File: src/core/sysopt_pkg.sv
// Functional notes
// - divide field zero keeps clock output off; pin stays under port control.
// - nonzero divide field drives divided bus clock on pin, overriding direction bit.
// - clock output frequency is bus clock over two times divide value.
// - first option register takes only first write after reset; always readable.
// - timeout field bits 7:6 plus clock select set watchdog timeout.
// - stop allow bit 5 gates stop; stop while clear forces illegal-opcode reset.
// - bit 3 routes two-wire pins: 0 first port pair, 1 alternate pair.
// - slow source codes 01,10,11 give 2^5,2^8,2^10 cycles; 00 disables.
// - bus source codes 01,10,11 give 2^13,2^16,2^18 bus cycles.
// - in window mode any reset-status write in first three quarters resets.
// - bus source window opens after 6144, 49152, 196608 counts.
// - clock select and window mode bits accept only one write after reset.
// - bit 4 picks converter trigger: 0 timer overflow, 1 interrupt pin.
// - bit 7 picks 1 kHz clock (0) or bus clock (1); bit 6 windows.
package sysopt_pkg;

	// ============================================================
	// register map (offsets chosen for this block)
	localparam logic [7:0]  OFS_OPTIONS_ONE   = 8'h00;
	localparam logic [7:0]  OFS_OPTIONS_TWO   = 8'h04;
	localparam logic [7:0]  OFS_RESET_STATUS  = 8'h08;
	localparam logic [7:0]  OPTIONS_ONE_RESET = 8'hc0;
	localparam logic [7:0]  OPTIONS_TWO_RESET = 8'h00;
	localparam logic [7:0]  OPTIONS_ONE_MASK  = 8'he8;
	localparam logic [7:0]  OPTIONS_TWO_MASK  = 8'hd7;
	localparam logic [7:0]  SERVICE_FIRST     = 8'h55;
	localparam logic [7:0]  SERVICE_SECOND    = 8'haa;

	// ============================================================
	// field positions
	localparam int TIMEOUT_HI   = 7;
	localparam int TIMEOUT_LO   = 6;
	localparam int STOP_BIT     = 5;
	localparam int TWOWIRE_BIT  = 3;
	localparam int CLKSEL_BIT   = 7;
	localparam int WINDOW_BIT   = 6;
	localparam int TRIGGER_BIT  = 4;
	localparam int DIVIDE_HI    = 2;

	// ============================================================
	// timing: slow source period and bus clock
	localparam int SLOW_PERIOD_US = 1000;
	localparam int BUS_PERIOD_NS  = 20;
	localparam int SLOW_TICK_CYC  = (SLOW_PERIOD_US * 1000) / BUS_PERIOD_NS;
	localparam logic [5:0] SLOW_EXP_1 = 6'd5;
	localparam logic [5:0] SLOW_EXP_2 = 6'd8;
	localparam logic [5:0] SLOW_EXP_3 = 6'd10;
	localparam logic [5:0] BUS_EXP_1  = 6'd13;
	localparam logic [5:0] BUS_EXP_2  = 6'd16;
	localparam logic [5:0] BUS_EXP_3  = 6'd18;

	typedef enum logic [1:0] {
		SVC_IDLE  = 2'b00,
		SVC_ARMED = 2'b01
	} svc_state_type;

	typedef struct packed {
		logic [7:0]    opt_one;
		logic          opt_one_locked;
		logic [7:0]    opt_two;
		logic          clksel_locked;
		logic          window_locked;
		svc_state_type svc;
		logic [18:0]   wdog_cnt;
		logic [15:0]   slow_div;
		logic [2:0]    clk_div;
		logic          clk_out;
		logic          rst_req;
		logic          ph_valid;
		logic          ph_write;
		logic [7:0]    ph_addr;
		logic [31:0]   rdata;
	} sysopt_state_type;

	typedef struct packed {
		logic [31:0] haddr;
		logic [1:0]  htrans;
		logic        hwrite;
		logic [2:0]  hsize;
		logic        hsel;
		logic        hready;
		logic [31:0] hwdata;
	} ahb_req_type;

	typedef struct packed {
		logic [31:0] hrdata;
		logic        hreadyout;
		logic        hresp;
	} ahb_rsp_type;

endpackage : sysopt_pkg

File: src/core/system_options_watchdog_clkout.sv
module system_options_watchdog_clkout
(
	input  wire logic                 core_clk,
	input  wire logic                 rst,
	input  wire sysopt_pkg::ahb_req_type bus_req,
	output sysopt_pkg::ahb_rsp_type   bus_rsp,
	input  wire logic                 stop_exec,
	input  wire logic                 port_data,
	input  wire logic                 port_dir,
	output logic                      shared_clkout_pin,
	output logic                      shared_clkout_pin_oe_n,
	output logic                      system_reset,
	output logic                      stop_allow,
	output logic                      twowire_pin_sel,
	output logic                      conv_trigger_sel
);
	import sysopt_pkg::*;

	sysopt_state_type state_reg;
	sysopt_state_type state_next;

	// ============================================================
	// overflow exponent and window threshold
	function automatic logic [5:0] overflow_exp(input logic clksel, input logic [1:0] code);
		logic [5:0] e;
		e = 6'd0;
		case (code)
			2'b01: e = clksel ? BUS_EXP_1 : SLOW_EXP_1;
			2'b10: e = clksel ? BUS_EXP_2 : SLOW_EXP_2;
			2'b11: e = clksel ? BUS_EXP_3 : SLOW_EXP_3;
			default: e = 6'd0;
		endcase
		return e;
	endfunction : overflow_exp

	logic [1:0]  timeout_code;
	logic        wdog_on;
	logic        clksel;
	logic        wdog_tick;
	logic [18:0] overflow_cnt;
	logic [18:0] window_cnt;
	logic        wr_strobe;
	logic        rd_take;
	logic [7:0]  wbyte;
	logic [2:0]  divide;

	always_comb
	begin
		timeout_code = state_reg.opt_one[TIMEOUT_HI:TIMEOUT_LO];
		clksel       = state_reg.opt_two[CLKSEL_BIT];
		wdog_on      = (timeout_code != 2'b00);
		overflow_cnt = 19'(19'd1 << overflow_exp(clksel, timeout_code));
		// window opens at three quarters of the period
		window_cnt   = overflow_cnt - (overflow_cnt >> 2);
		wdog_tick    = clksel || (state_reg.slow_div == 16'(SLOW_TICK_CYC - 1));
		wr_strobe    = state_reg.ph_valid && state_reg.ph_write;
		rd_take      = bus_req.hsel && bus_req.hready && bus_req.htrans[1]
			&& !bus_req.hwrite;
		wbyte        = bus_req.hwdata[7:0];
		divide       = state_reg.opt_two[DIVIDE_HI:0];
	end

	// ============================================================
	// next state
	always_comb
	begin
		state_next = state_reg;
		state_next.rst_req = 1'b0;

		// address phase capture; zero wait states
		state_next.ph_valid = bus_req.hsel && bus_req.hready && bus_req.htrans[1];
		state_next.ph_write = bus_req.hwrite;
		state_next.ph_addr  = bus_req.haddr[7:0];

		if (rd_take)
		begin
			if (bus_req.haddr[7:0] == OFS_OPTIONS_ONE)
				state_next.rdata = {24'h000000, state_reg.opt_one};
			else if (bus_req.haddr[7:0] == OFS_OPTIONS_TWO)
				state_next.rdata = {24'h000000, state_reg.opt_two};
			else
				state_next.rdata = 32'h00000000;
		end

		// watchdog count
		state_next.slow_div = wdog_tick ? 16'h0000 : 16'(state_reg.slow_div + 16'h0001);
		if (!wdog_on)
			state_next.wdog_cnt = 19'h00000;
		else if (wdog_tick)
		begin
			if (state_reg.wdog_cnt >= overflow_cnt - 19'h00001)
			begin
				state_next.rst_req  = 1'b1;
				state_next.wdog_cnt = 19'h00000;
			end
			else
				state_next.wdog_cnt = 19'(state_reg.wdog_cnt + 19'h00001);
		end

		if (wr_strobe)
		begin
			if (state_reg.ph_addr == OFS_OPTIONS_ONE)
			begin
				if (!state_reg.opt_one_locked)
				begin
					state_next.opt_one        = wbyte & OPTIONS_ONE_MASK;
					state_next.opt_one_locked = 1'b1;
				end
			end
			else if (state_reg.ph_addr == OFS_OPTIONS_TWO)
			begin
				state_next.opt_two[TRIGGER_BIT]    = wbyte[TRIGGER_BIT];
				state_next.opt_two[DIVIDE_HI:0]    = wbyte[DIVIDE_HI:0];
				if (!state_reg.clksel_locked)
				begin
					state_next.opt_two[CLKSEL_BIT] = wbyte[CLKSEL_BIT];
					state_next.clksel_locked       = 1'b1;
				end
				if (!state_reg.window_locked)
				begin
					state_next.opt_two[WINDOW_BIT] = wbyte[WINDOW_BIT];
					state_next.window_locked       = 1'b1;
				end
			end
			else if (state_reg.ph_addr == OFS_RESET_STATUS)
			begin
				if (state_reg.opt_two[WINDOW_BIT] && wdog_on
					&& state_reg.wdog_cnt < window_cnt)
				begin
					state_next.rst_req = 1'b1;
					state_next.svc     = SVC_IDLE;
				end
				else
				begin
					case (state_reg.svc)
						SVC_IDLE:
							state_next.svc = (wbyte == SERVICE_FIRST) ? SVC_ARMED : SVC_IDLE;
						SVC_ARMED:
						begin
							if (wbyte == SERVICE_SECOND)
							begin
								state_next.wdog_cnt = 19'h00000;
								state_next.slow_div = 16'h0000;
							end
							state_next.svc = (wbyte == SERVICE_FIRST) ? SVC_ARMED : SVC_IDLE;
						end
						default:
							state_next.svc = SVC_IDLE;
					endcase
				end
			end
		end

		// stop without permission forces reset
		if (stop_exec && !state_reg.opt_one[STOP_BIT])
			state_next.rst_req = 1'b1;

		// clock output: toggle every divide bus cycles, period 2*divide
		if (divide == 3'b000)
		begin
			state_next.clk_div = 3'b000;
			state_next.clk_out = 1'b0;
		end
		else if (state_reg.clk_div >= divide - 3'b001)
		begin
			state_next.clk_div = 3'b000;
			state_next.clk_out = !state_reg.clk_out;
		end
		else
			state_next.clk_div = 3'(state_reg.clk_div + 3'b001);
	end

	always_ff @(posedge core_clk or posedge rst)
	begin
		if (rst)
		begin
			state_reg                <= '0;
			state_reg.opt_one        <= OPTIONS_ONE_RESET;
			state_reg.opt_two        <= OPTIONS_TWO_RESET;
			state_reg.svc            <= SVC_IDLE;
		end
		else
			state_reg <= state_next;
	end

	// ============================================================
	// outputs
	always_comb
	begin
		bus_rsp.hrdata    = state_reg.rdata;
		bus_rsp.hreadyout = 1'b1;
		bus_rsp.hresp     = 1'b0;
		system_reset      = state_reg.rst_req;
		stop_allow        = state_reg.opt_one[STOP_BIT];
		twowire_pin_sel   = state_reg.opt_one[TWOWIRE_BIT];
		conv_trigger_sel  = state_reg.opt_two[TRIGGER_BIT];
		if (divide != 3'b000)
		begin
			shared_clkout_pin      = state_reg.clk_out;
			shared_clkout_pin_oe_n = 1'b0;
		end
		else
		begin
			shared_clkout_pin      = port_data;
			shared_clkout_pin_oe_n = !port_dir;
		end
	end

	// ============================================================
	// checks: register bus and write-once locks
	a_rsp_okay: assert property (@(posedge core_clk) disable iff (rst)
		bus_rsp.hreadyout && !bus_rsp.hresp && (bus_rsp.hrdata[31:8] == 24'h000000))
		else $error("bus response not ready and okay");

	a_rdata_one: assert property (@(posedge core_clk) disable iff (rst)
		(rd_take && bus_req.haddr[7:0] == OFS_OPTIONS_ONE)
		|=> (bus_rsp.hrdata == {24'h000000, $past(state_reg.opt_one)}))
		else $error("option register one read wrong");

	a_rdata_two: assert property (@(posedge core_clk) disable iff (rst)
		(rd_take && bus_req.haddr[7:0] == OFS_OPTIONS_TWO)
		|=> (bus_rsp.hrdata == {24'h000000, $past(state_reg.opt_two)}))
		else $error("option register two read wrong");

	a_rdata_none: assert property (@(posedge core_clk) disable iff (rst)
		(rd_take && bus_req.haddr[7:0] != OFS_OPTIONS_ONE
			&& bus_req.haddr[7:0] != OFS_OPTIONS_TWO)
		|=> (bus_rsp.hrdata == 32'h00000000))
		else $error("unmapped read not zero");

	a_lock_opt_one: assert property (@(posedge core_clk) disable iff (rst)
		$past(state_reg.opt_one_locked) |-> $stable(state_reg.opt_one))
		else $error("first option register changed after lock");

	a_lock_first: assert property (@(posedge core_clk) disable iff (rst)
		(wr_strobe && state_reg.ph_addr == OFS_OPTIONS_ONE && !state_reg.opt_one_locked)
		|=> state_reg.opt_one_locked)
		else $error("first write did not lock option register one");

	a_opt_one_mask: assert property (@(posedge core_clk) disable iff (rst)
		((state_reg.opt_one & ~OPTIONS_ONE_MASK) == 8'h00))
		else $error("reserved bit set in option register one");

	a_opt_two_mask: assert property (@(posedge core_clk) disable iff (rst)
		((state_reg.opt_two & ~OPTIONS_TWO_MASK) == 8'h00))
		else $error("reserved bit set in option register two");

	a_lock_clksel: assert property (@(posedge core_clk) disable iff (rst)
		$past(state_reg.clksel_locked) |-> $stable(state_reg.opt_two[CLKSEL_BIT]))
		else $error("clock select changed after lock");

	a_lock_window: assert property (@(posedge core_clk) disable iff (rst)
		$past(state_reg.window_locked) |-> $stable(state_reg.opt_two[WINDOW_BIT]))
		else $error("window bit changed after lock");

	a_lock_two_first: assert property (@(posedge core_clk) disable iff (rst)
		(wr_strobe && state_reg.ph_addr == OFS_OPTIONS_TWO && !state_reg.clksel_locked)
		|=> (state_reg.clksel_locked && state_reg.window_locked))
		else $error("first write did not lock watchdog bits");

	a_trigger_write: assert property (@(posedge core_clk) disable iff (rst)
		(wr_strobe && state_reg.ph_addr == OFS_OPTIONS_TWO)
		|=> (state_reg.opt_two[TRIGGER_BIT] == $past(wbyte[TRIGGER_BIT])))
		else $error("trigger select not rewritable");

	a_trigger_out: assert property (@(posedge core_clk) disable iff (rst)
		conv_trigger_sel == state_reg.opt_two[TRIGGER_BIT])
		else $error("trigger select output wrong");

	a_twowire_out: assert property (@(posedge core_clk) disable iff (rst)
		twowire_pin_sel == state_reg.opt_one[TWOWIRE_BIT])
		else $error("two-wire pin select output wrong");

	a_stop_out: assert property (@(posedge core_clk) disable iff (rst)
		stop_allow == state_reg.opt_one[STOP_BIT])
		else $error("stop allow output wrong");

	// ============================================================
	// checks: clock output
	a_clkout_off: assert property (@(posedge core_clk) disable iff (rst)
		(divide == 3'b000) |-> (shared_clkout_pin_oe_n == !port_dir))
		else $error("clock output active with zero divide");

	a_clkout_port: assert property (@(posedge core_clk) disable iff (rst)
		(divide == 3'b000) |-> (shared_clkout_pin == port_data))
		else $error("pin not under port control");

	a_clkout_idle: assert property (@(posedge core_clk) disable iff (rst)
		(divide == 3'b000) |=> !state_reg.clk_out)
		else $error("clock output not parked low");

	a_clkout_drive: assert property (@(posedge core_clk) disable iff (rst)
		(divide != 3'b000) |-> !shared_clkout_pin_oe_n)
		else $error("clock output not driven");

	a_clkout_value: assert property (@(posedge core_clk) disable iff (rst)
		(divide != 3'b000) |-> (shared_clkout_pin == state_reg.clk_out))
		else $error("pin does not carry divided clock");

	a_clkout_div1: assert property (@(posedge core_clk) disable iff (rst)
		(divide == 3'b001 && $past(divide) == 3'b001) |-> $changed(state_reg.clk_out))
		else $error("divide by two clock does not toggle");

	a_clkout_hold: assert property (@(posedge core_clk) disable iff (rst)
		(divide != 3'b000 && state_reg.clk_div < divide - 3'b001)
		|=> $stable(state_reg.clk_out))
		else $error("clock output toggled early");

	a_clkout_toggle: assert property (@(posedge core_clk) disable iff (rst)
		(divide != 3'b000 && state_reg.clk_div >= divide - 3'b001)
		|=> $changed(state_reg.clk_out))
		else $error("clock output missed a toggle");

	// ============================================================
	// checks: watchdog and stop
	a_stop_reset: assert property (@(posedge core_clk) disable iff (rst)
		(stop_exec && !state_reg.opt_one[STOP_BIT]) |=> system_reset)
		else $error("illegal stop did not reset");

	a_wdog_off: assert property (@(posedge core_clk) disable iff (rst)
		!wdog_on |=> (state_reg.wdog_cnt == 19'h00000))
		else $error("watchdog counts while disabled");

	a_wdog_slow_hold: assert property (@(posedge core_clk) disable iff (rst)
		(wdog_on && !wdog_tick && !wr_strobe) |=> $stable(state_reg.wdog_cnt))
		else $error("watchdog counted without a tick");

	a_wdog_count: assert property (@(posedge core_clk) disable iff (rst)
		(wdog_on && clksel && !wr_strobe && state_reg.wdog_cnt < overflow_cnt - 19'h00001)
		|=> (state_reg.wdog_cnt == 19'($past(state_reg.wdog_cnt) + 19'h00001)))
		else $error("bus source watchdog did not count");

	a_wdog_overflow: assert property (@(posedge core_clk) disable iff (rst)
		(wdog_on && clksel && state_reg.wdog_cnt == overflow_cnt - 19'h00001
			&& !wr_strobe && !stop_exec) |=> system_reset)
		else $error("overflow without reset");

	a_overflow_clear: assert property (@(posedge core_clk) disable iff (rst)
		(wdog_on && wdog_tick && !wr_strobe && state_reg.wdog_cnt >= overflow_cnt - 19'h00001)
		|=> (state_reg.wdog_cnt == 19'h00000))
		else $error("counter not restarted at overflow");

	a_svc_arm: assert property (@(posedge core_clk) disable iff (rst)
		(wr_strobe && state_reg.ph_addr == OFS_RESET_STATUS && wbyte == SERVICE_FIRST
			&& !(state_reg.opt_two[WINDOW_BIT] && wdog_on && state_reg.wdog_cnt < window_cnt))
		|=> (state_reg.svc == SVC_ARMED))
		else $error("first service pattern did not arm");

	a_service_clear: assert property (@(posedge core_clk) disable iff (rst)
		(wr_strobe && state_reg.ph_addr == OFS_RESET_STATUS && state_reg.svc == SVC_ARMED
			&& wbyte == SERVICE_SECOND
			&& !(state_reg.opt_two[WINDOW_BIT] && wdog_on && state_reg.wdog_cnt < window_cnt))
		|=> (state_reg.wdog_cnt == 19'h00000))
		else $error("service sequence did not restart counter");

	a_window_early: assert property (@(posedge core_clk) disable iff (rst)
		(wr_strobe && state_reg.ph_addr == OFS_RESET_STATUS && wdog_on
			&& state_reg.opt_two[WINDOW_BIT] && state_reg.wdog_cnt < window_cnt)
		|=> system_reset)
		else $error("early service write did not reset");

	a_window_open: assert property (@(posedge core_clk) disable iff (rst)
		(wr_strobe && state_reg.ph_addr == OFS_RESET_STATUS && wdog_on
			&& state_reg.opt_two[WINDOW_BIT] && state_reg.wdog_cnt >= window_cnt
			&& state_reg.wdog_cnt != overflow_cnt - 19'h00001 && !stop_exec)
		|=> !system_reset)
		else $error("service write inside window reset the system");

endmodule : system_options_watchdog_clkout
File: config.mk
export PLATFORM = sky130hd
export DESIGN_NAME = system_options_watchdog_clkout
export DESIGN_NICKNAME = d
export VERILOG_FILES = /design/src/core/sysopt_pkg.sv /design/src/core/system_options_watchdog_clkout.sv
export SDC_FILE = /design/constraint.sdc
export NUM_CORES = 1
export LEC_CHECK = 0
export BUFFER_PORTS_ARGS = -buffer_cell sky130_fd_sc_hd__buf_2
export CAP_MARGIN = 20
export CORE_ASPECT_RATIO = 0.6
export CORE_MARGIN = 2
export CORE_UTILIZATION = 30
export CTS_BUF_LIST = sky130_fd_sc_hd__clkbuf_4 sky130_fd_sc_hd__clkbuf_8 sky130_fd_sc_hd__clkbuf_16
export DETAILED_ROUTE_END_ITERATION = 10
export SLEW_MARGIN = 20
export SYNTH_ARGS = -nofsm -noshare
export SYNTH_HDL_FRONTEND = slang
export SYNTH_SLANG_ARGS = --single-unit
export TNS_END_PERCENT = 50
File: constraint.sdc
create_clock -name core_clk -period 4.26 [get_ports core_clk]
set_input_delay 0.213 -clock core_clk [delete_from_list [all_inputs] [get_ports core_clk]]
set_output_delay 0.213 -clock core_clk [all_outputs]
set_load 0.05 [all_outputs]
Word-level counts from Yosys, hierarchy flattened

Cells that the tools add are included.

Logic and storage cells: 99
Memory bits (writable): 0
Input port bits: 77
Memories kept: 0
Output and inout port bits: 40
Bits in read-only memories: 0
Register bits after elaboration: 96
Bits in latches: 0

Equal/unequal tests: 10
Reductions and logical operators: 25
Div/mod/pow operators: 0
$add $sub $neg: 6
Multipliers: 0
Shift operators: 1
Order comparisons: 3
Bitwise gates (word level): 4
Multiplexer cells: 34

Operators with widths:

| cell                                                                  | count |
|---|---|
| 35-bit 2-to-1 mux                                                     | 7 |
| 19-bit 2-to-1 mux                                                     | 3 |
| 19-bit by 1-bit adder with 19-bit output, second input constant       | 1 |
| 19-bit greater-or-equal comparator                                    | 1 |
| 19-bit < comparator                                                   | 1 |
| 1-bit by 6-bit left shift with 19-bit output, first input constant    | 1 |
| 19-bit by 1-bit subtractor with 19-bit output, second input constant  | 1 |
| 19-bit by 17-bit subtractor with 19-bit output                        | 1 |
| 16-bit by 1-bit adder with 16-bit output, second input constant       | 1 |
| 16-bit equality test, second input constant                           | 1 |
| 8-bit by 3-bit equality test with 1-bit output, second input constant | 2 |
| 8-bit zero test                                                       | 2 |
| 16-bit 2-to-1 mux                                                     | 1 |
| 8-bit 2-to-1 mux                                                      | 2 |
| 1-bit 2-to-1 mux                                                      | 15 |
| 5-bit case mux with 3 select lines                                    | 1 |
| 5-bit 2-to-1 mux                                                      | 2 |
| 8-bit by 4-bit equality test with 1-bit output, second input constant | 1 |
| 8-bit by 7-bit equality test with 1-bit output, second input constant | 1 |
| 8-bit equality test, second input constant                            | 1 |
| 4-bit 2-to-1 mux                                                      | 2 |
| 4-bit AND reduction                                                   | 2 |
| 1-bit logical AND                                                     | 7 |
| 3-bit AND reduction                                                   | 2 |
| other kinds (15)                                                      | 24 |

Logic depth before layout (Yosys ltp)

Gate-level depths: netlist of the first run.

Depth in word-level cells: 15
Gate-level depth with buffers: 19
Depth with buffers taken out: 17

Worst setup path after synthesis of the first run

OpenSTA, ideal clock, no wires.

Path type: flip-flop to flip-flop
Start point: reg state_reg (netlist bit clksel)
End point: reg state_reg[71] (netlist name)
Data required time: 4.138 ns
Stages on the path, launching flop included: 20
Arrival time: 3.995 ns
Setup slack: 0.143 ns
Cell sequence: dfrtp_1 > clkbuf_1 > nand2_1 > or2_2 > ha_1 > a21o_1 > a221o_1 > a221oi_1 > o21ai_1 > a31o_2 > xnor2_1 > ha_1 > nand4_1 > nor3_1 > o221ai_1 > o211ai_2 > o21a_1 > buf_6 > buf_12 > nor3_2

RTL lines:

| element                  | RTL line                              | text |
|---|---|---|
| start: declaration       | system_options_watchdog_clkout.sv:19  | `sysopt_state_type state_reg;` |
| start signal: assignment | system_options_watchdog_clkout.sv:183 | `state_reg <= state_next;` |

==> results of run 1 <==
==> metal layers <==
layer	GRT usage (%)	vias to the layer above	share of wire, %
li1	-	2119	-
met4	2.77	0	0.64
met5	0	-	0
met1	24.7	2039	55
met3	2.77	8	5.6
met2	19.2	85	38
==> cells by family after synthesis <==
| group | count (synthesis) |
|---|---|
| xor+xnor | 43 |
| mux | 12 |
| buf+inv | 67 |
| flops | 71 |
| fa+ha+maj | 66 |
| other cells | 2 |
| simple gates | 201 |
| compound gates | 91 |
==> worst register-to-register path, stage by stage, from the launching register on <==
cell	delay (ns)
sky130_fd_sc_hd__dfstp_2	0.55
sky130_fd_sc_hd__buf_6	0.10
sky130_fd_sc_hd__inv_2	0.04
sky130_fd_sc_hd__or3_4	0.45
sky130_fd_sc_hd__ha_4	0.27
sky130_fd_sc_hd__o21ai_2	0.06
sky130_fd_sc_hd__a21oi_2	0.04
sky130_fd_sc_hd__o211ai_1	0.26
sky130_fd_sc_hd__a21oi_2	0.12
sky130_fd_sc_hd__buf_4	0.16
sky130_fd_sc_hd__a21oi_2	0.12
sky130_fd_sc_hd__xor2_1	0.09
sky130_fd_sc_hd__ha_1	0.34
sky130_fd_sc_hd__a211oi_2	0.22
sky130_fd_sc_hd__nand2_2	0.11
sky130_fd_sc_hd__a2111oi_4	0.40
sky130_fd_sc_hd__o211ai_2	0.19
sky130_fd_sc_hd__o21a_4	0.21
sky130_fd_sc_hd__clkbuf_16	0.18
sky130_fd_sc_hd__nor3_2	0.17
==> worst max path at each step <==
| stage | depth (start not counted) | to | startpoint | slack (ns) |
|---|---|---|---|---|
| floorplan | 19 | state_reg[71]$_DFF_PP0_ | clksel$_DFFE_PP0P_ | 0.14 |
| global placement | 18 | state_reg[67]$_DFF_PP0_ | state_reg[101]$_DFFE_PP1P_ | -0.16 |
| detailed placement | 18 | state_reg[65]$_DFF_PP0_ | state_reg[101]$_DFFE_PP1P_ | -0.23 |
| CTS | 19 | state_reg[65]$_DFF_PP0_ | state_reg[101]$_DFFE_PP1P_ | 0.002 |
| global route | 19 | state_reg[63]$_DFF_PP0_ | state_reg[101]$_DFFE_PP1P_ | -0.04 |
| finish | 19 | state_reg[69]$_DFF_PP0_ | state_reg[101]$_DFFE_PP1P_ | 0.09 |
==> final cells by class <==
| cell class | instances | share of cell area, % |
|---|---|---|
| clock inverter | 5 | 0.948 |
| timing repair buffer | 91 | 10.0 |
| tap | 234 | 4.35 |
| inverter | 23 | 1.28 |
| sequential | 71 | 26.5 |
| clock buffer | 11 | 3.76 |
| multi-input combinational | 467 | 53.2 |
==> stage by stage <==
step | hold slack [ns] | setup TNS (ns) | util [%]
global placement | 0.336 | -1.20 | 34.7
finish | 0.0563 | 0 | 39.0
global route | 0.0536 | -0.267 | 39.0
CTS | 0.00363 | 0 | 37.4
floorplan | 0.244 | 0 | -
detailed placement | 0.334 | -2.77 | 34.7
==> report_power, final <==
part	total [uW]	internal, uW	switching, uW	leakage, uW
Clock	795	491	304	0.000153
Sequential	788	732	55.4	0.000928
Combinational	413	173	240	0.00209
==> repair_timing <==
item                       CTS  global route
setup endpoints to repair   35            37
buffers inserted             1             3
pin swaps                    8            30
hold buffers                 7             1
cloned                       0             3
resized for setup           12            34
hold endpoints to repair     7             1
==> cell usage in the layout, fill, tap and decap left out, types with 3 or more instances in the layout <==
master and count:
sky130_fd_sc_hd__a21o_1 10, sky130_fd_sc_hd__a21oi_1 18, sky130_fd_sc_hd__a21oi_2 4, sky130_fd_sc_hd__a22o_1 8, sky130_fd_sc_hd__a31oi_1 3, sky130_fd_sc_hd__and2_1 3
sky130_fd_sc_hd__and3_1 11, sky130_fd_sc_hd__and4_1 3, sky130_fd_sc_hd__buf_2 38, sky130_fd_sc_hd__buf_4 39, sky130_fd_sc_hd__clkbuf_16 11, sky130_fd_sc_hd__conb_1 54
sky130_fd_sc_hd__dfrtp_1 68, sky130_fd_sc_hd__dlygate4sd3_1 8, sky130_fd_sc_hd__ha_1 62, sky130_fd_sc_hd__ha_4 3, sky130_fd_sc_hd__inv_1 19, sky130_fd_sc_hd__inv_2 4
sky130_fd_sc_hd__mux2_2 12, sky130_fd_sc_hd__nand2_1 37, sky130_fd_sc_hd__nand2b_1 12, sky130_fd_sc_hd__nand3_1 25, sky130_fd_sc_hd__nand4_1 12, sky130_fd_sc_hd__nor2_1 42
sky130_fd_sc_hd__nor3_1 8, sky130_fd_sc_hd__nor3_2 9, sky130_fd_sc_hd__nor3_4 8, sky130_fd_sc_hd__nor4_1 3, sky130_fd_sc_hd__nor4_4 4, sky130_fd_sc_hd__o21a_1 5
sky130_fd_sc_hd__o21ai_0 16, sky130_fd_sc_hd__or2_2 3, sky130_fd_sc_hd__xnor2_1 19, sky130_fd_sc_hd__xor2_1 23
==> flow_summary.html, run 1 <==
<table>
<tr><th>Metric</th><th>Value</th></tr>
<tr><th colspan="2">Yosys</th></tr>
<tr><td>Most frequently used cell type in the post-synthesis netlist</td><td>sky130_fd_sc_hd__dfrtp_1</td></tr>
<tr><td>EDFF count, synth</td><td>0</td></tr>
<tr><td>Cell accounting for the most synthesized area</td><td>sky130_fd_sc_hd__dfrtp_1</td></tr>
<tr><td>Cells after synthesis</td><td>553</td></tr>
<tr><td>Share of synthesized registers carrying an async set or reset</td><td>100%</td></tr>
<tr><td>Post-synth top cells</td><td>sky130_fd_sc_hd__dfrtp_1 (69), sky130_fd_sc_hd__ha_1 (66), sky130_fd_sc_hd__nor2_1 (42)</td></tr>
<tr><td>Per-instance average area after synthesis</td><td>9.62 um^2</td></tr>
<tr><td>Flops &amp; latches, synth</td><td>71</td></tr>
<tr><td>Largest family of logic cells by synthesized area</td><td>simple AND/OR/NAND/NOR gates</td></tr>
<tr><td>Share of the synthesized netlist area taken by xor and xnor gates</td><td>7.08%</td></tr>
<tr><td>Top cells by area in the synthesized netlist</td><td>sky130_fd_sc_hd__dfrtp_1 (32%), sky130_fd_sc_hd__ha_1 (16%), sky130_fd_sc_hd__buf_4 (4.9%), sky130_fd_sc_hd__xor2_1 (4.0%), sky130_fd_sc_hd__xnor2_1 (3.1%)</td></tr>
<tr><td>Post-synthesis share of cell area spent on full adders, half adders and majority gates</td><td>15.5%</td></tr>
<tr><td>Proportion of netlist area held by the largest area contributor</td><td>32.4%</td></tr>
<tr><td>Multiplexer share of the synthesized area</td><td>2.54%</td></tr>
<tr><td>Total of warnings raised by yosys</td><td>0</td></tr>
<tr><td>Post-synthesis instance area</td><td>5320 um^2</td></tr>
<tr><td>Sequential share of the synthesized area</td><td>33.4%</td></tr>
<tr><td>Simple-Gate Fraction of Synth Area</td><td>21.6%</td></tr>
<tr><td>Number of distinct library cells after synthesis</td><td>63</td></tr>
<tr><td>Primary FF master, synth</td><td>sky130_fd_sc_hd__dfrtp_1</td></tr>
<tr><td>Post-synthesis compound-gate area fraction</td><td>12.0%</td></tr>
<tr><th colspan="2">Run status</th></tr>
<tr><td>Outcome</td><td>completed</td></tr>
<tr><th colspan="2">Die</th></tr>
<tr><td>Core box area</td><td>17300 um^2</td></tr>
<tr><td>Floorplan row count</td><td>37</td></tr>
<tr><td>Total Die Area</td><td>18900 um^2</td></tr>
<tr><td>Height of the chip</td><td>107 um</td></tr>
<tr><td>Top-level I/O count</td><td>117</td></tr>
<tr><td>Die extent in x</td><td>176 um</td></tr>
<tr><td>Initial core utilization</td><td>30.8%</td></tr>
<tr><th colspan="2">Critical path</th></tr>
<tr><td>Worst r2r dst</td><td>state_reg[69]$_DFF_PP0_</td></tr>
<tr><td>Worst reg-to-reg path cell count</td><td>19</td></tr>
<tr><td>Top Family by Delay on Critical Path</td><td>compound AO/OA/AOI/OAI gates</td></tr>
<tr><td>Source of the worst register-to-register timing path</td><td>state_reg[101]$_DFFE_PP1P_</td></tr>
<tr><td>Sequence of cells on the critical path</td><td>buf_6 -&gt; inv_2 -&gt; or3_4 -&gt; ha_4 -&gt; o21ai_2 -&gt; a21oi_2 -&gt; o211ai_1 -&gt; a21oi_2 -&gt; buf_4 -&gt; a21oi_2 -&gt; xor2_1 -&gt; ha_1 -&gt; a211oi_2 -&gt; nand2_2 -&gt; a2111oi_4 -&gt; o211ai_2 -&gt; o21a_4 -&gt; clkbuf_16 -&gt; nor3_2</td></tr>
<tr><td>Peak per-stage delay on the critical path</td><td>0.55 ns</td></tr>
<tr><td>Worst path bufs/invs</td><td>4</td></tr>
<tr><td>Cell repeated most along the worst path</td><td>sky130_fd_sc_hd__a21oi_2</td></tr>
<tr><td>Arrival time reported for the critical path endpoint</td><td>4.42 ns</td></tr>
<tr><td>Setup crit start kind</td><td>flip-flop</td></tr>
<tr><td>Library cell contributing the largest single delay on the critical path</td><td>sky130_fd_sc_hd__dfstp_2</td></tr>
<tr><td>R2R setup slack</td><td>0.09 ns</td></tr>
<tr><td>Data required time at the worst endpoint</td><td>4.51 ns</td></tr>
<tr><td>Crit Path Category</td><td>reg2reg</td></tr>
<tr><td>Worst Path Max Fanout</td><td>5</td></tr>
<tr><td>Endpoint type of the worst setup path</td><td>flip-flop</td></tr>
<tr><th colspan="2">STA</th></tr>
<tr><td>Setup repair after global routing missed its margin</td><td>yes</td></tr>
<tr><td>Final critical-path share of the clock period</td><td>97.9%</td></tr>
<tr><td>Final hold viol count</td><td>0</td></tr>
<tr><td>Fin crit period</td><td>4.17 ns</td></tr>
<tr><td>Transition time at the pin with the least slew margin</td><td>0.879 ns</td></tr>
<tr><td>Crit path setup slack, layout</td><td>0.0895 ns</td></tr>
<tr><td>Rel. slew slack</td><td>41.3%</td></tr>
<tr><td>Max Clk Rate</td><td>240 MHz</td></tr>
<tr><td>Final-report max-slew violation count</td><td>0</td></tr>
<tr><td>Number of endpoints failing setup at the final stage</td><td>0</td></tr>
<tr><td>Clock Skews</td><td>0.00832 ns</td></tr>
<tr><th colspan="2">Pwr</th></tr>
<tr><td>Pwr/cell area</td><td>297 nW/um^2</td></tr>
<tr><td>Total chip power</td><td>2000 uW</td></tr>
<tr><td>Max rail drop VDD</td><td>0.245 mV</td></tr>
<tr><td>Static Leakage</td><td>0.00318 uW</td></tr>
<tr><th colspan="2">Detailed routing</th></tr>
<tr><td>Average wire length per cell after detail routing</td><td>15.1 um</td></tr>
<tr><td># DRC</td><td>0</td></tr>
<tr><td>Via total after detailed routing</td><td>4251</td></tr>
<tr><td>Remaining number of nets flagged by the antenna check after routing</td><td>0</td></tr>
<tr><td>Initial drt markers</td><td>367</td></tr>
<tr><td>Average vias per placed instance</td><td>4.71</td></tr>
<tr><td>Detailed-routing iteration count for the pre-antenna-repair pass</td><td>4</td></tr>
<tr><td>Final wirelength</td><td>13.6 mm</td></tr>
<tr><th colspan="2">Place</th></tr>
<tr><td>Pre-CTS worst setup slack</td><td>-0.228 ns</td></tr>
<tr><td>Weighted congestion at the end of routability-driven global placement</td><td>0.874</td></tr>
<tr><td>Placed Instance Area</td><td>5990 um^2</td></tr>
<tr><td>Input/output buffers</td><td>38</td></tr>
<tr><td>Placed Cells incl. Taps</td><td>871</td></tr>
<tr><td>Dpl hpwl</td><td>10.3 mm</td></tr>
<tr><th colspan="2">Global route</th></tr>
<tr><td>Antenna violations before repair</td><td>0</td></tr>
<tr><td>Number of global-route vias before repair</td><td>4084</td></tr>
<tr><td>Maximum number of pins on one net before global-route repair</td><td>39</td></tr>
<tr><td>Final global-route overflow total</td><td>0</td></tr>
<tr><td>Global-route wire length before repair</td><td>21.8 mm</td></tr>
<tr><td>Tot GR Track Use</td><td>14.9%</td></tr>
<tr><th colspan="2">Flow run</th></tr>
<tr><td>Max-capacitance violation count</td><td>0</td></tr>
<tr><th colspan="2">Layout</th></tr>
<tr><td>Max FFs per register</td><td>55</td></tr>
<tr><td>Fraction of final layout cells with drive strength greater than 1</td><td>26.5%</td></tr>
<tr><td>Sequential cell area</td><td>1780 um^2</td></tr>
<tr><td>Number of cells in the finished layout apart from fillers</td><td>902</td></tr>
<tr><td>Area of all placed cells without fillers</td><td>6730 um^2</td></tr>
<tr><td>Layout net count</td><td>806</td></tr>
<tr><td>Ant. Diodes</td><td>0</td></tr>
<tr><td>Area delta synth-&gt;final</td><td>26.5%</td></tr>
<tr><td>Filler cell count</td><td>1720</td></tr>
<tr><td>Area of the multi-input gates</td><td>3580 um^2</td></tr>
<tr><th colspan="2">Worst hold path</th></tr>
<tr><td>Class of the tightest hold or removal check</td><td>in2reg</td></tr>
<tr><td>Worst Hold Launch</td><td>bus_req[42]</td></tr>
<tr><td>Worst-case hold path end point</td><td>state_reg[34]$_DFF_PP0_</td></tr>
<tr><td>Worst Hold Path Cells</td><td>1</td></tr>
<tr><th colspan="2">Clock tree</th></tr>
<tr><td>Clock Latency Late Sink</td><td>0.33 ns</td></tr>
<tr><td>CTS H-tree depth</td><td>3</td></tr>
<tr><td>CTS Buffer Depth</td><td>2</td></tr>
<tr><td>Number of buffers created by CTS</td><td>9</td></tr>
<tr><td>Total number of clock tree sinks</td><td>71</td></tr>
<tr><td>Clock tree from TritonCTS</td><td>built</td></tr>
<tr><td>Clock slew at the register clock pins of the worst setup and hold paths</td><td>0.06 ns</td></tr>
<tr><td>Buffer type at the clock tree root</td><td>sky130_fd_sc_hd__clkbuf_16</td></tr>
</table>
Power figures use the tool's default switching activity.
==> inputs of run 2 (changes only) <==
--- a/config.mk
+++ b/config.mk
@@ -5,13 +5,16 @@
 export SDC_FILE = /design/constraint.sdc
 export NUM_CORES = 1
 export LEC_CHECK = 0
+export ABC_AREA = 1
 export BUFFER_PORTS_ARGS = -buffer_cell sky130_fd_sc_hd__buf_2
 export CAP_MARGIN = 20
 export CORE_ASPECT_RATIO = 0.6
 export CORE_MARGIN = 2
 export CORE_UTILIZATION = 30
 export CTS_BUF_LIST = sky130_fd_sc_hd__clkbuf_4 sky130_fd_sc_hd__clkbuf_8 sky130_fd_sc_hd__clkbuf_16
+export CTS_CLUSTER_SIZE = 10
 export DETAILED_ROUTE_END_ITERATION = 10
+export GPL_ROUTABILITY_DRIVEN = 0
 export SLEW_MARGIN = 20
 export SYNTH_ARGS = -nofsm -noshare
 export SYNTH_HDL_FRONTEND = slang
==> run 2 against run 1 <==
  * The run now ends with hold timing left
  * Critical endpoint is now state_reg[71]$_DFF_PP0_
  * Die area grew 8.5%
  * Via count up 19%
  * Fmax increased by 7.2%
  * Total power grew 19%
==> flow_summary.html, run 2 <==
<table>
<tr><th>Metric</th><th>Value</th></tr>
<tr><th colspan="2">Layout</th></tr>
<tr><td>Fraction of final layout cells with drive strength greater than 1</td><td>11.9% (was 26.5%)</td></tr>
<tr><td>Layout net count</td><td>1007 (was 806)</td></tr>
<tr><td>Most common cell after layout, fill and taps aside</td><td>sky130_fd_sc_hd__nand2_1 (was sky130_fd_sc_hd__dfrtp_1)</td></tr>
<tr><td>Area delta synth-&gt;final</td><td>16.1% (was 26.5%)</td></tr>
<tr><td>Ant. Diodes</td><td>0 (unchanged)</td></tr>
<tr><td>Number of cells in the finished layout apart from fillers</td><td>1115 (was 902)</td></tr>
<tr><td>Commonest cells after routing, fill and taps aside</td><td>sky130_fd_sc_hd__nand2_1 (171), sky130_fd_sc_hd__nor2_1 (100), sky130_fd_sc_hd__inv_1 (92) (was sky130_fd_sc_hd__dfrtp_1 (68), sky130_fd_sc_hd__ha_1 (62), sky130_fd_sc_hd__conb_1 (54))</td></tr>
<tr><td>Max FFs per register</td><td>55 (unchanged)</td></tr>
<tr><th colspan="2">Clock tree</th></tr>
<tr><td>Buffer type at the clock tree root</td><td>sky130_fd_sc_hd__clkbuf_16 (unchanged)</td></tr>
<tr><td>Clock tree from TritonCTS</td><td>built (unchanged)</td></tr>
<tr><td>Total number of clock tree sinks</td><td>71 (unchanged)</td></tr>
<tr><td>Clock slew at the register clock pins of the worst setup and hold paths</td><td>0.06 ns (about the same)</td></tr>
<tr><td>CTS Buffer Depth</td><td>2 (unchanged)</td></tr>
<tr><td>Number of buffers created by CTS</td><td>9 (unchanged)</td></tr>
<tr><td>CTS H-tree depth</td><td>3 (unchanged)</td></tr>
<tr><td>Clock Latency Late Sink</td><td>0.34 ns (was 0.33 ns)</td></tr>
<tr><td>Post-CTS Setup Inserts</td><td>0 (was 1)</td></tr>
<tr><th colspan="2">Die</th></tr>
<tr><td>Top-level I/O count</td><td>117 (unchanged)</td></tr>
<tr><td>Height of the chip</td><td>112 um (was 107 um)</td></tr>
<tr><td>Die extent in x</td><td>183 um (was 176 um)</td></tr>
<tr><td>Core box area</td><td>19000 um^2 (was 17300 um^2)</td></tr>
<tr><td>Total Die Area</td><td>20500 um^2 (was 18900 um^2)</td></tr>
<tr><td>Floorplan row count</td><td>39 (was 37)</td></tr>
<tr><td>Initial core utilization</td><td>30.5% (was 30.8%)</td></tr>
<tr><th colspan="2">Critical path</th></tr>
<tr><td>Data required time at the worst endpoint</td><td>4.48 ns (was 4.51 ns)</td></tr>
<tr><td>Peak per-stage delay on the critical path</td><td>0.63 ns (was 0.55 ns)</td></tr>
<tr><td>Setup crit start kind</td><td>flip-flop (unchanged)</td></tr>
<tr><td>Worst Path Max Fanout</td><td>15 (was 5)</td></tr>
<tr><td>Arrival time reported for the critical path endpoint</td><td>4.11 ns (was 4.42 ns)</td></tr>
<tr><td>Crit Path Category</td><td>reg2reg (unchanged)</td></tr>
<tr><td>Library cell contributing the largest single delay on the critical path</td><td>sky130_fd_sc_hd__dfstp_2 (unchanged)</td></tr>
<tr><td>Sequence of cells on the critical path</td><td>inv_1 -&gt; nor3_1 -&gt; buf_4 -&gt; inv_1 -&gt; ha_1 -&gt; nand2_1 -&gt; nor2_1 -&gt; inv_1 -&gt; nor2_1 -&gt; nand3_1 -&gt; nand3_1 -&gt; xnor2_1 -&gt; ha_1 -&gt; nand2_1 -&gt; inv_1 -&gt; nand3_1 -&gt; nor2_2 -&gt; nand4_1 -&gt; nand3_1 -&gt; nand2_2 -&gt; nand3_4 -&gt; nor2_1 (was buf_6 -&gt; inv_2 -&gt; or3_4 -&gt; ha_4 -&gt; o21ai_2 -&gt; a21oi_2 -&gt; o211ai_1 -&gt; a21oi_2 -&gt; buf_4 -&gt; a21oi_2 -&gt; xor2_1 -&gt; ha_1 -&gt; a211oi_2 -&gt; nand2_2 -&gt; a2111oi_4 -&gt; o211ai_2 -&gt; o21a_4 -&gt; clkbuf_16 -&gt; nor3_2)</td></tr>
<tr><td>Endpoint type of the worst setup path</td><td>flip-flop (unchanged)</td></tr>
<tr><th colspan="2">Yosys</th></tr>
<tr><td>Most frequently used cell type in the post-synthesis netlist</td><td>sky130_fd_sc_hd__nand2_1 (was sky130_fd_sc_hd__dfrtp_1)</td></tr>
<tr><td>Total of warnings raised by yosys</td><td>0 (unchanged)</td></tr>
<tr><td>Top cells by area in the synthesized netlist</td><td>sky130_fd_sc_hd__dfrtp_1 (30%), sky130_fd_sc_hd__ha_1 (14%), sky130_fd_sc_hd__nand2_1 (11%), sky130_fd_sc_hd__nor2_1 (6.6%), sky130_fd_sc_hd__inv_1 (6.0%) (was sky130_fd_sc_hd__dfrtp_1 (32%), sky130_fd_sc_hd__ha_1 (16%), sky130_fd_sc_hd__buf_4 (4.9%), sky130_fd_sc_hd__xor2_1 (4.0%), sky130_fd_sc_hd__xnor2_1 (3.1%))</td></tr>
<tr><td>Cells after synthesis</td><td>783 (was 553)</td></tr>
<tr><td>Proportion of netlist area held by the largest area contributor</td><td>29.8% (was 32.4%)</td></tr>
<tr><td>Number of distinct library cells after synthesis</td><td>44 (was 63)</td></tr>
<tr><td>Cell accounting for the most synthesized area</td><td>sky130_fd_sc_hd__dfrtp_1 (unchanged)</td></tr>
<tr><td>Post-synth top cells</td><td>sky130_fd_sc_hd__nand2_1 (171), sky130_fd_sc_hd__nor2_1 (102), sky130_fd_sc_hd__inv_1 (93) (was sky130_fd_sc_hd__dfrtp_1 (69), sky130_fd_sc_hd__ha_1 (66), sky130_fd_sc_hd__nor2_1 (42))</td></tr>
<tr><td>Primary FF master, synth</td><td>sky130_fd_sc_hd__dfrtp_1 (unchanged)</td></tr>
<tr><td>Per-instance average area after synthesis</td><td>7.39 um^2 (was 9.62 um^2)</td></tr>
<tr><td>Sequential share of the synthesized area</td><td>30.7% (was 33.4%)</td></tr>
<tr><td>EDFF count, synth</td><td>0 (unchanged)</td></tr>
<tr><td>Share of synthesized registers carrying an async set or reset</td><td>100% (unchanged)</td></tr>
<tr><td>Post-synthesis instance area</td><td>5790 um^2 (was 5320 um^2)</td></tr>
<tr><td>Flops &amp; latches, synth</td><td>71 (unchanged)</td></tr>
<tr><th colspan="2">Detailed routing</th></tr>
<tr><td># DRC</td><td>0 (unchanged)</td></tr>
<tr><td>Initial drt markers</td><td>301 (was 367)</td></tr>
<tr><td>Via total after detailed routing</td><td>5057 (was 4251)</td></tr>
<tr><td>Average wire length per cell after detail routing</td><td>12.8 um (was 15.1 um)</td></tr>
<tr><td>Detailed-routing iteration count for the pre-antenna-repair pass</td><td>5 (was 4)</td></tr>
<tr><td>Average vias per placed instance</td><td>4.54 (was 4.71)</td></tr>
<tr><td>Remaining number of nets flagged by the antenna check after routing</td><td>0 (unchanged)</td></tr>
<tr><td>Final wirelength</td><td>14.2 mm (was 13.6 mm)</td></tr>
<tr><th colspan="2">STA</th></tr>
<tr><td>Transition time at the pin with the least slew margin</td><td>0.842 ns (was 0.879 ns)</td></tr>
<tr><td>Final-report max-slew violation count</td><td>0 (unchanged)</td></tr>
<tr><td>Final hold viol count</td><td>34 (was 0)</td></tr>
<tr><td>Final critical-path share of the clock period</td><td>91.3% (was 97.9%)</td></tr>
<tr><td>Number of endpoints failing setup at the final stage</td><td>0 (unchanged)</td></tr>
<tr><td>Final setup TNS</td><td>0 ns (unchanged)</td></tr>
<tr><td>Clock Skews</td><td>0.00543 ns (was 0.00832 ns)</td></tr>
<tr><td>Max Clk Rate</td><td>257 MHz (was 240 MHz)</td></tr>
<tr><td>Fin crit period</td><td>3.89 ns (was 4.17 ns)</td></tr>
<tr><td>Crit path setup slack, layout</td><td>0.370 ns (was 0.0895 ns)</td></tr>
<tr><td>Setup repair after global routing missed its margin</td><td>no (was yes)</td></tr>
<tr><td>Hold slack final</td><td>-0.0217 ns (was 0.0563 ns)</td></tr>
<tr><td>Rel. slew slack</td><td>43.4% (was 41.3%)</td></tr>
<tr><th colspan="2">Pwr</th></tr>
<tr><td>Pwr/cell area</td><td>355 nW/um^2 (was 297 nW/um^2)</td></tr>
<tr><td>Static Leakage</td><td>0.00347 uW (was 0.00318 uW)</td></tr>
<tr><td>Max rail drop VDD</td><td>0.211 mV (was 0.245 mV)</td></tr>
<tr><th colspan="2">Flow run</th></tr>
<tr><td>Max-capacitance violation count</td><td>0 (unchanged)</td></tr>
<tr><th colspan="2">Worst hold path</th></tr>
<tr><td>Class of the tightest hold or removal check</td><td>in2async (was in2reg)</td></tr>
<tr><th colspan="2">Global route</th></tr>
<tr><td>Tot GR Track Use</td><td>14.7% (was 14.9%)</td></tr>
<tr><td>Final global-route overflow total</td><td>0 (unchanged)</td></tr>
<tr><td>Global-route wire length before repair</td><td>24.0 mm (was 21.8 mm)</td></tr>
<tr><td>Maximum number of pins on one net before global-route repair</td><td>38 (was 39)</td></tr>
<tr><td>Number of global-route vias before repair</td><td>4783 (was 4084)</td></tr>
<tr><td>Antenna violations before repair</td><td>0 (unchanged)</td></tr>
<tr><th colspan="2">Place</th></tr>
<tr><td>Dpl hpwl</td><td>11.4 mm (was 10.3 mm)</td></tr>
<tr><td>Pre-CTS worst setup slack</td><td>0.317 ns (was -0.228 ns)</td></tr>
<tr><td>Input/output buffers</td><td>38 (unchanged)</td></tr>
<tr><td>Placed Cells incl. Taps</td><td>1091 (was 871)</td></tr>
<tr><th colspan="2">Run status</th></tr>
<tr><td>Outcome</td><td>finished with violations (was completed)</td></tr>
<tr><td>Failing checks</td><td>hold timing</td></tr>
</table>
run 2: changes by cell type after synthesis, moves of 10 or more:
cell / delta
sky130_fd_sc_hd__a21oi_1: +14
sky130_fd_sc_hd__and3_1: -10
sky130_fd_sc_hd__inv_1: +71
sky130_fd_sc_hd__mux2_2: -11
sky130_fd_sc_hd__nand2_1: +133
sky130_fd_sc_hd__nand2b_1: -13
sky130_fd_sc_hd__nand3_1: +25
sky130_fd_sc_hd__nor2_1: +60
sky130_fd_sc_hd__nor2_2: +12
sky130_fd_sc_hd__o21ai_0: +12
run 2: power breakdown:
part | leakage [uW] | total [uW] | switching, uW | internal, uW
combinational | 0.00241 | 651 | 409 | 243
clock | 0.000171 | 878 | 304 | 575
sequential | 0.000892 | 853 | 107 | 746
run 2: cell type report:
type | count | area (um^2)
tap | 246 | 308
fill | 2005 | 12300
multi-input combinational | 627 | 3540
timing repair buffer | 60 | 388
clock inverter | 7 | 120
sequential | 71 | 1780
inverter | 95 | 357
clock buffer | 9 | 225
run 2: final timing paths:
check                                      startpoint                          to  slack, ns  cells after the start
setup / recovery           state_reg[101]$_DFFE_PP1P_     state_reg[71]$_DFF_PP0_       0.37                     22
hold / removal                                    rst      system_reset$_DFF_PP0_      -0.02                      2
setup reg to reg           state_reg[101]$_DFFE_PP1P_     state_reg[71]$_DFF_PP0_       0.37                     22
hold reg to reg             state_reg[84]$_DFFE_PP0P_   state_reg[84]$_DFFE_PP0P_       0.45                      2
max in group asynchronous                         rst  state_reg[102]$_DFFE_PP1P_       3.32                      3
min in group core_clk                     bus_req[43]     state_reg[35]$_DFF_PP0_       0.02                      1
run 2: worst max-delay path, delay by kind of cell, from the launching register on:
| family | cells | cell delay [ns] |
|---|---|---|
| and+or+nand+nor | 14 | 1.98 |
| buffers and inverters | 5 | 0.45 |
| DFF | 1 | 0.63 |
| adders and majority gates | 2 | 0.59 |
| xor gates and xnor gates | 1 | 0.09 |
run 2: per-layer routing:
layer  vias to the layer above  part of all wire (%)  global-route usage [%]  wire [um]
met5                         -                     0                       0          0
met4                         0                  0.84                    3.04        119
met3                        10                   6.5                    3.76        925
met2                       119                    36                    18.9       5080
met1                      2306                    57                    23.8       8110
li1                       2622                     -                       -          -
run 2: kinds of logic after synthesis:
| family | Yosys count | share of synthesized area, % |
|---|---|---|
| and+or+nand+nor | 388 | 29.7 |
| buffers and inverters | 137 | 11.7 |
| AOI/OAI and AO/OA | 82 | 7.83 |
| DFF | 71 | 30.7 |
| adders and majority gates | 66 | 14.3 |
| xor gates and xnor gates | 36 | 5.45 |
| other | 2 | 0.130 |
| muxes | 1 | 0.195 |
run 2: stage by stage:
stage,area [um^2],hold WS [ns],util (%),power (uW)
global placement,6280,0.337,33.1,1490
global route,6720,0.0194,35.4,2540
detailed placement,6280,0.338,33.1,1490
CTS,6700,0.00644,35.3,2390
finish,6720,-0.0217,35.4,2380
floorplan,5980,0.244,-,1370
run 2: what timing repair did:
item / CTS / global route
gates resized for setup: 0 / 5
endpoints found under the setup margin: 0 / 31
endpoints found under the hold margin: 8 / 0
hold buffers: 8 / 0
==> inputs of run 3 (changes only) <==
--- a/config.mk
+++ b/config.mk
@@ -8,7 +8,7 @@
 export ABC_AREA = 1
 export BUFFER_PORTS_ARGS = -buffer_cell sky130_fd_sc_hd__buf_2
 export CAP_MARGIN = 20
-export CORE_ASPECT_RATIO = 0.6
+export CORE_ASPECT_RATIO = 0.5
 export CORE_MARGIN = 2
 export CORE_UTILIZATION = 30
 export CTS_BUF_LIST = sky130_fd_sc_hd__clkbuf_4 sky130_fd_sc_hd__clkbuf_8 sky130_fd_sc_hd__clkbuf_16
==> run 3 against run 2 <==
  * Largest cell class unchanged
  * Combinational power is 2% lower
  * Critical endpoint is now state_reg[81]$_DFF_PP0_
  * Utilization about the same
  * The run now ends clean
  * Fmax increased by 0.32%
==> flow_summary.html, run 3 (synthesized netlist as in run 2, its figures left out) <==
<table>
<tr><th>Metric</th><th>Value</th></tr>
<tr><th colspan="2">Run status</th></tr>
<tr><td>Outcome</td><td>completed (was finished with violations)</td></tr>
<tr><th colspan="2">Global route</th></tr>
<tr><td>Maximum number of pins on one net before global-route repair</td><td>38 (unchanged)</td></tr>
<tr><td>Antenna violations before repair</td><td>0 (unchanged)</td></tr>
<tr><td>Global-route wire length before repair</td><td>22.6 mm (was 24.0 mm)</td></tr>
<tr><td>Number of global-route vias before repair</td><td>4714 (was 4783)</td></tr>
<tr><td>Tot GR Track Use</td><td>13.5% (was 14.7%)</td></tr>
<tr><td>Final global-route overflow total</td><td>0 (unchanged)</td></tr>
<tr><th colspan="2">Layout</th></tr>
<tr><td>Commonest cells after routing, fill and taps aside</td><td>sky130_fd_sc_hd__nand2_1 (171), sky130_fd_sc_hd__nor2_1 (101), sky130_fd_sc_hd__inv_1 (92) (was sky130_fd_sc_hd__nand2_1 (171), sky130_fd_sc_hd__nor2_1 (100), sky130_fd_sc_hd__inv_1 (92))</td></tr>
<tr><td>Area of all placed cells without fillers</td><td>6610 um^2 (was 6720 um^2)</td></tr>
<tr><td>Area of the multi-input gates</td><td>3540 um^2 (about the same)</td></tr>
<tr><td>Area delta synth-&gt;final</td><td>14.2% (was 16.1%)</td></tr>
<tr><td>Filler cell count</td><td>2003 (was 2005)</td></tr>
<tr><td>Most common cell after layout, fill and taps aside</td><td>sky130_fd_sc_hd__nand2_1 (unchanged)</td></tr>
<tr><td>Ant. Diodes</td><td>0 (unchanged)</td></tr>
<tr><td>Fraction of final layout cells with drive strength greater than 1</td><td>10.6% (was 11.9%)</td></tr>
<tr><td>Layout net count</td><td>996 (was 1007)</td></tr>
<tr><td>Final core occ</td><td>35.4% (about the same)</td></tr>
<tr><td>Sequential cell area</td><td>1780 um^2 (about the same)</td></tr>
<tr><td>Max FFs per register</td><td>55 (unchanged)</td></tr>
<tr><th colspan="2">Die</th></tr>
<tr><td>Die extent in x</td><td>200 um (was 183 um)</td></tr>
<tr><td>Top-level I/O count</td><td>117 (unchanged)</td></tr>
<tr><td>Total Die Area</td><td>20500 um^2 (about the same)</td></tr>
<tr><td>Height of the chip</td><td>102 um (was 112 um)</td></tr>
<tr><td>Core box area</td><td>18700 um^2 (was 19000 um^2)</td></tr>
<tr><td>Floorplan row count</td><td>35 (was 39)</td></tr>
<tr><td>Initial core utilization</td><td>31.0% (was 30.5%)</td></tr>
<tr><th colspan="2">Clock tree</th></tr>
<tr><td>Clock tree from TritonCTS</td><td>built (unchanged)</td></tr>
<tr><td>Buffer type at the clock tree root</td><td>sky130_fd_sc_hd__clkbuf_16 (unchanged)</td></tr>
<tr><td>CTS Buffer Depth</td><td>2 (unchanged)</td></tr>
<tr><td>Clock slew at the register clock pins of the worst setup and hold paths</td><td>0.06 ns (about the same)</td></tr>
<tr><td>CTS H-tree depth</td><td>3 (unchanged)</td></tr>
<tr><td>Post-CTS Setup Inserts</td><td>0 (unchanged)</td></tr>
<tr><td>Number of buffers created by CTS</td><td>9 (unchanged)</td></tr>
<tr><td>Total number of clock tree sinks</td><td>71 (unchanged)</td></tr>
<tr><td>Clock Latency Late Sink</td><td>0.34 ns (about the same)</td></tr>
<tr><th colspan="2">Critical path</th></tr>
<tr><td>Setup crit start kind</td><td>flip-flop (unchanged)</td></tr>
<tr><td>Worst Path Max Fanout</td><td>15 (unchanged)</td></tr>
<tr><td>Data required time at the worst endpoint</td><td>4.52 ns (was 4.48 ns)</td></tr>
<tr><td>R2R setup slack</td><td>0.38 ns (was 0.37 ns)</td></tr>
<tr><td>Crit Path Category</td><td>reg2reg (unchanged)</td></tr>
<tr><td>Endpoint type of the worst setup path</td><td>flip-flop (unchanged)</td></tr>
<tr><td>Arrival time reported for the critical path endpoint</td><td>4.13 ns (was 4.11 ns)</td></tr>
<tr><th colspan="2">Detailed routing</th></tr>
<tr><td># DRC</td><td>0 (unchanged)</td></tr>
<tr><td>Average vias per placed instance</td><td>4.52 (was 4.54)</td></tr>
<tr><td>Remaining number of nets flagged by the antenna check after routing</td><td>0 (unchanged)</td></tr>
<tr><td>Final wirelength</td><td>13.2 mm (was 14.2 mm)</td></tr>
<tr><td>Via total after detailed routing</td><td>5051 (was 5057)</td></tr>
<tr><td>Initial drt markers</td><td>244 (was 301)</td></tr>
<tr><td>Detailed-routing iteration count for the pre-antenna-repair pass</td><td>4 (was 5)</td></tr>
<tr><td>Average wire length per cell after detail routing</td><td>11.8 um (was 12.8 um)</td></tr>
<tr><th colspan="2">STA</th></tr>
<tr><td>Hold slack final</td><td>0.0102 ns (was -0.0217 ns)</td></tr>
<tr><td>Fin crit period</td><td>3.88 ns (was 3.89 ns)</td></tr>
<tr><td>Final-report max-slew violation count</td><td>0 (unchanged)</td></tr>
<tr><td>Clock Skews</td><td>0.00901 ns (was 0.00543 ns)</td></tr>
<tr><td>Setup repair after global routing missed its margin</td><td>no (unchanged)</td></tr>
<tr><td>Max Clk Rate</td><td>258 MHz (was 257 MHz)</td></tr>
<tr><td>Final hold viol count</td><td>0 (was 34)</td></tr>
<tr><td>Final setup TNS</td><td>0 ns (unchanged)</td></tr>
<tr><td>Final critical-path share of the clock period</td><td>91.0% (was 91.3%)</td></tr>
<tr><td>Transition time at the pin with the least slew margin</td><td>0.754 ns (was 0.842 ns)</td></tr>
<tr><td>Rel. slew slack</td><td>49.7% (was 43.4%)</td></tr>
<tr><td>Number of endpoints failing setup at the final stage</td><td>0 (unchanged)</td></tr>
<tr><th colspan="2">Place</th></tr>
<tr><td>Dpl hpwl</td><td>10.5 mm (was 11.4 mm)</td></tr>
<tr><td>Placed Instance Area</td><td>6210 um^2 (was 6280 um^2)</td></tr>
<tr><td>Input/output buffers</td><td>38 (unchanged)</td></tr>
<tr><th colspan="2">Worst hold path</th></tr>
<tr><td>Class of the tightest hold or removal check</td><td>in2async (unchanged)</td></tr>
<tr><th colspan="2">Pwr</th></tr>
<tr><td>Static Leakage</td><td>0.00340 uW (was 0.00347 uW)</td></tr>
<tr><td>Internal power of the cells</td><td>1510 uW (was 1560 uW)</td></tr>
<tr><td>Fraction of power spent switching nets</td><td>34.7% (was 34.4%)</td></tr>
<tr><td>Max rail drop VDD</td><td>0.239 mV (was 0.211 mV)</td></tr>
<tr><td>Part of the power in combinational logic</td><td>27.6% (was 27.3%)</td></tr>
<tr><td>Reported net switching power</td><td>800 uW (was 819 uW)</td></tr>
<tr><td>Portion of total power attributed to the clock network</td><td>35.4% (was 36.9%)</td></tr>
<tr><td>Register share of total power</td><td>37.0% (was 35.8%)</td></tr>
<tr><td>Pwr/cell area</td><td>349 nW/um^2 (was 355 nW/um^2)</td></tr>
<tr><th colspan="2">Flow run</th></tr>
<tr><td>Max-capacitance violation count</td><td>0 (unchanged)</td></tr>
</table>
[run 3: routing by layer]
layer | up-vias | wire [um] | global-route usage (%)
met2 | 94 | 5770 | 22.4
met3 | 9 | 361 | 1.53
met1 | 2343 | 6920 | 18.5
li1 | 2605 | - | -
met4 | 0 | 140 | 4.33
met5 | - | 0 | 0
[run 3: worst paths after layout]
kind | cells after the start | start | to
worst max-delay path | 21 | state_reg[101]$_DFFE_PP1P_ | state_reg[81]$_DFF_PP0_
worst min-delay path | 2 | rst | state_reg[37]$_DFF_PP0_
worst max register to register | 21 | state_reg[101]$_DFFE_PP1P_ | state_reg[81]$_DFF_PP0_
worst min register to register | 2 | state_reg[84]$_DFFE_PP0P_ | state_reg[84]$_DFFE_PP0P_
max in group asynchronous | 3 | rst | state_reg[65]$_DFF_PP0_
min in group core_clk | 1 | bus_req[42] | state_reg[34]$_DFF_PP0_
[run 3: power groups by stage]
stage,logic [uW],clock network (uW),registers (uW)
after floorplan,552,0,817
after global placement,606,0,866
after detailed placement,627,0,865
after CTS,634,836,854
after global routing,727,864,868
final,638,816,854
[run 3: per-stage QoR]
step                      instances  total power [uW]  worst slack (ns)
after global placement         1095              1470             0.242
after detailed placement       1095              1490             0.195
after floorplan                 835              1370             0.890
final                          1117              2310             0.382
after global routing           1117              2460            0.0357
after CTS                      1117              2320             0.193
[run 3: critical path: stages, from the launching register on]
cell and delay [ns]:
sky130_fd_sc_hd__dfstp_2 0.62, sky130_fd_sc_hd__inv_1 0.10, sky130_fd_sc_hd__nor3_2 0.23, sky130_fd_sc_hd__inv_1 0.10
sky130_fd_sc_hd__ha_1 0.37, sky130_fd_sc_hd__nand2_1 0.12, sky130_fd_sc_hd__nor2_1 0.18, sky130_fd_sc_hd__inv_1 0.07
sky130_fd_sc_hd__nor2_1 0.14, sky130_fd_sc_hd__nand3_1 0.09, sky130_fd_sc_hd__nand3_1 0.17, sky130_fd_sc_hd__xnor2_1 0.14
sky130_fd_sc_hd__ha_1 0.26, sky130_fd_sc_hd__nand2_1 0.06, sky130_fd_sc_hd__inv_1 0.05, sky130_fd_sc_hd__nand2_1 0.05
sky130_fd_sc_hd__nand4_1 0.09, sky130_fd_sc_hd__nor2_1 0.15, sky130_fd_sc_hd__nand3_1 0.20, sky130_fd_sc_hd__nand2_2 0.19
sky130_fd_sc_hd__nand3_4 0.23, sky130_fd_sc_hd__nor2_1 0.17
[run 3: final cells by class]
type | instances | share of cell area (%)
clock inverters | 6 | 1.42
well taps | 259 | 4.90
clock buffers | 10 | 3.52
inverters | 95 | 5.39
multi-input cells | 627 | 53.5
flip-flops and latches | 71 | 26.9
repair buffers | 49 | 4.35
[run 3: repair_timing]
action,4_1_cts,5_1_grt
endpoints found under the hold margin,6,0
gates resized for setup,0,3
hold buffers,6,0
setup endpoints to repair,0,35
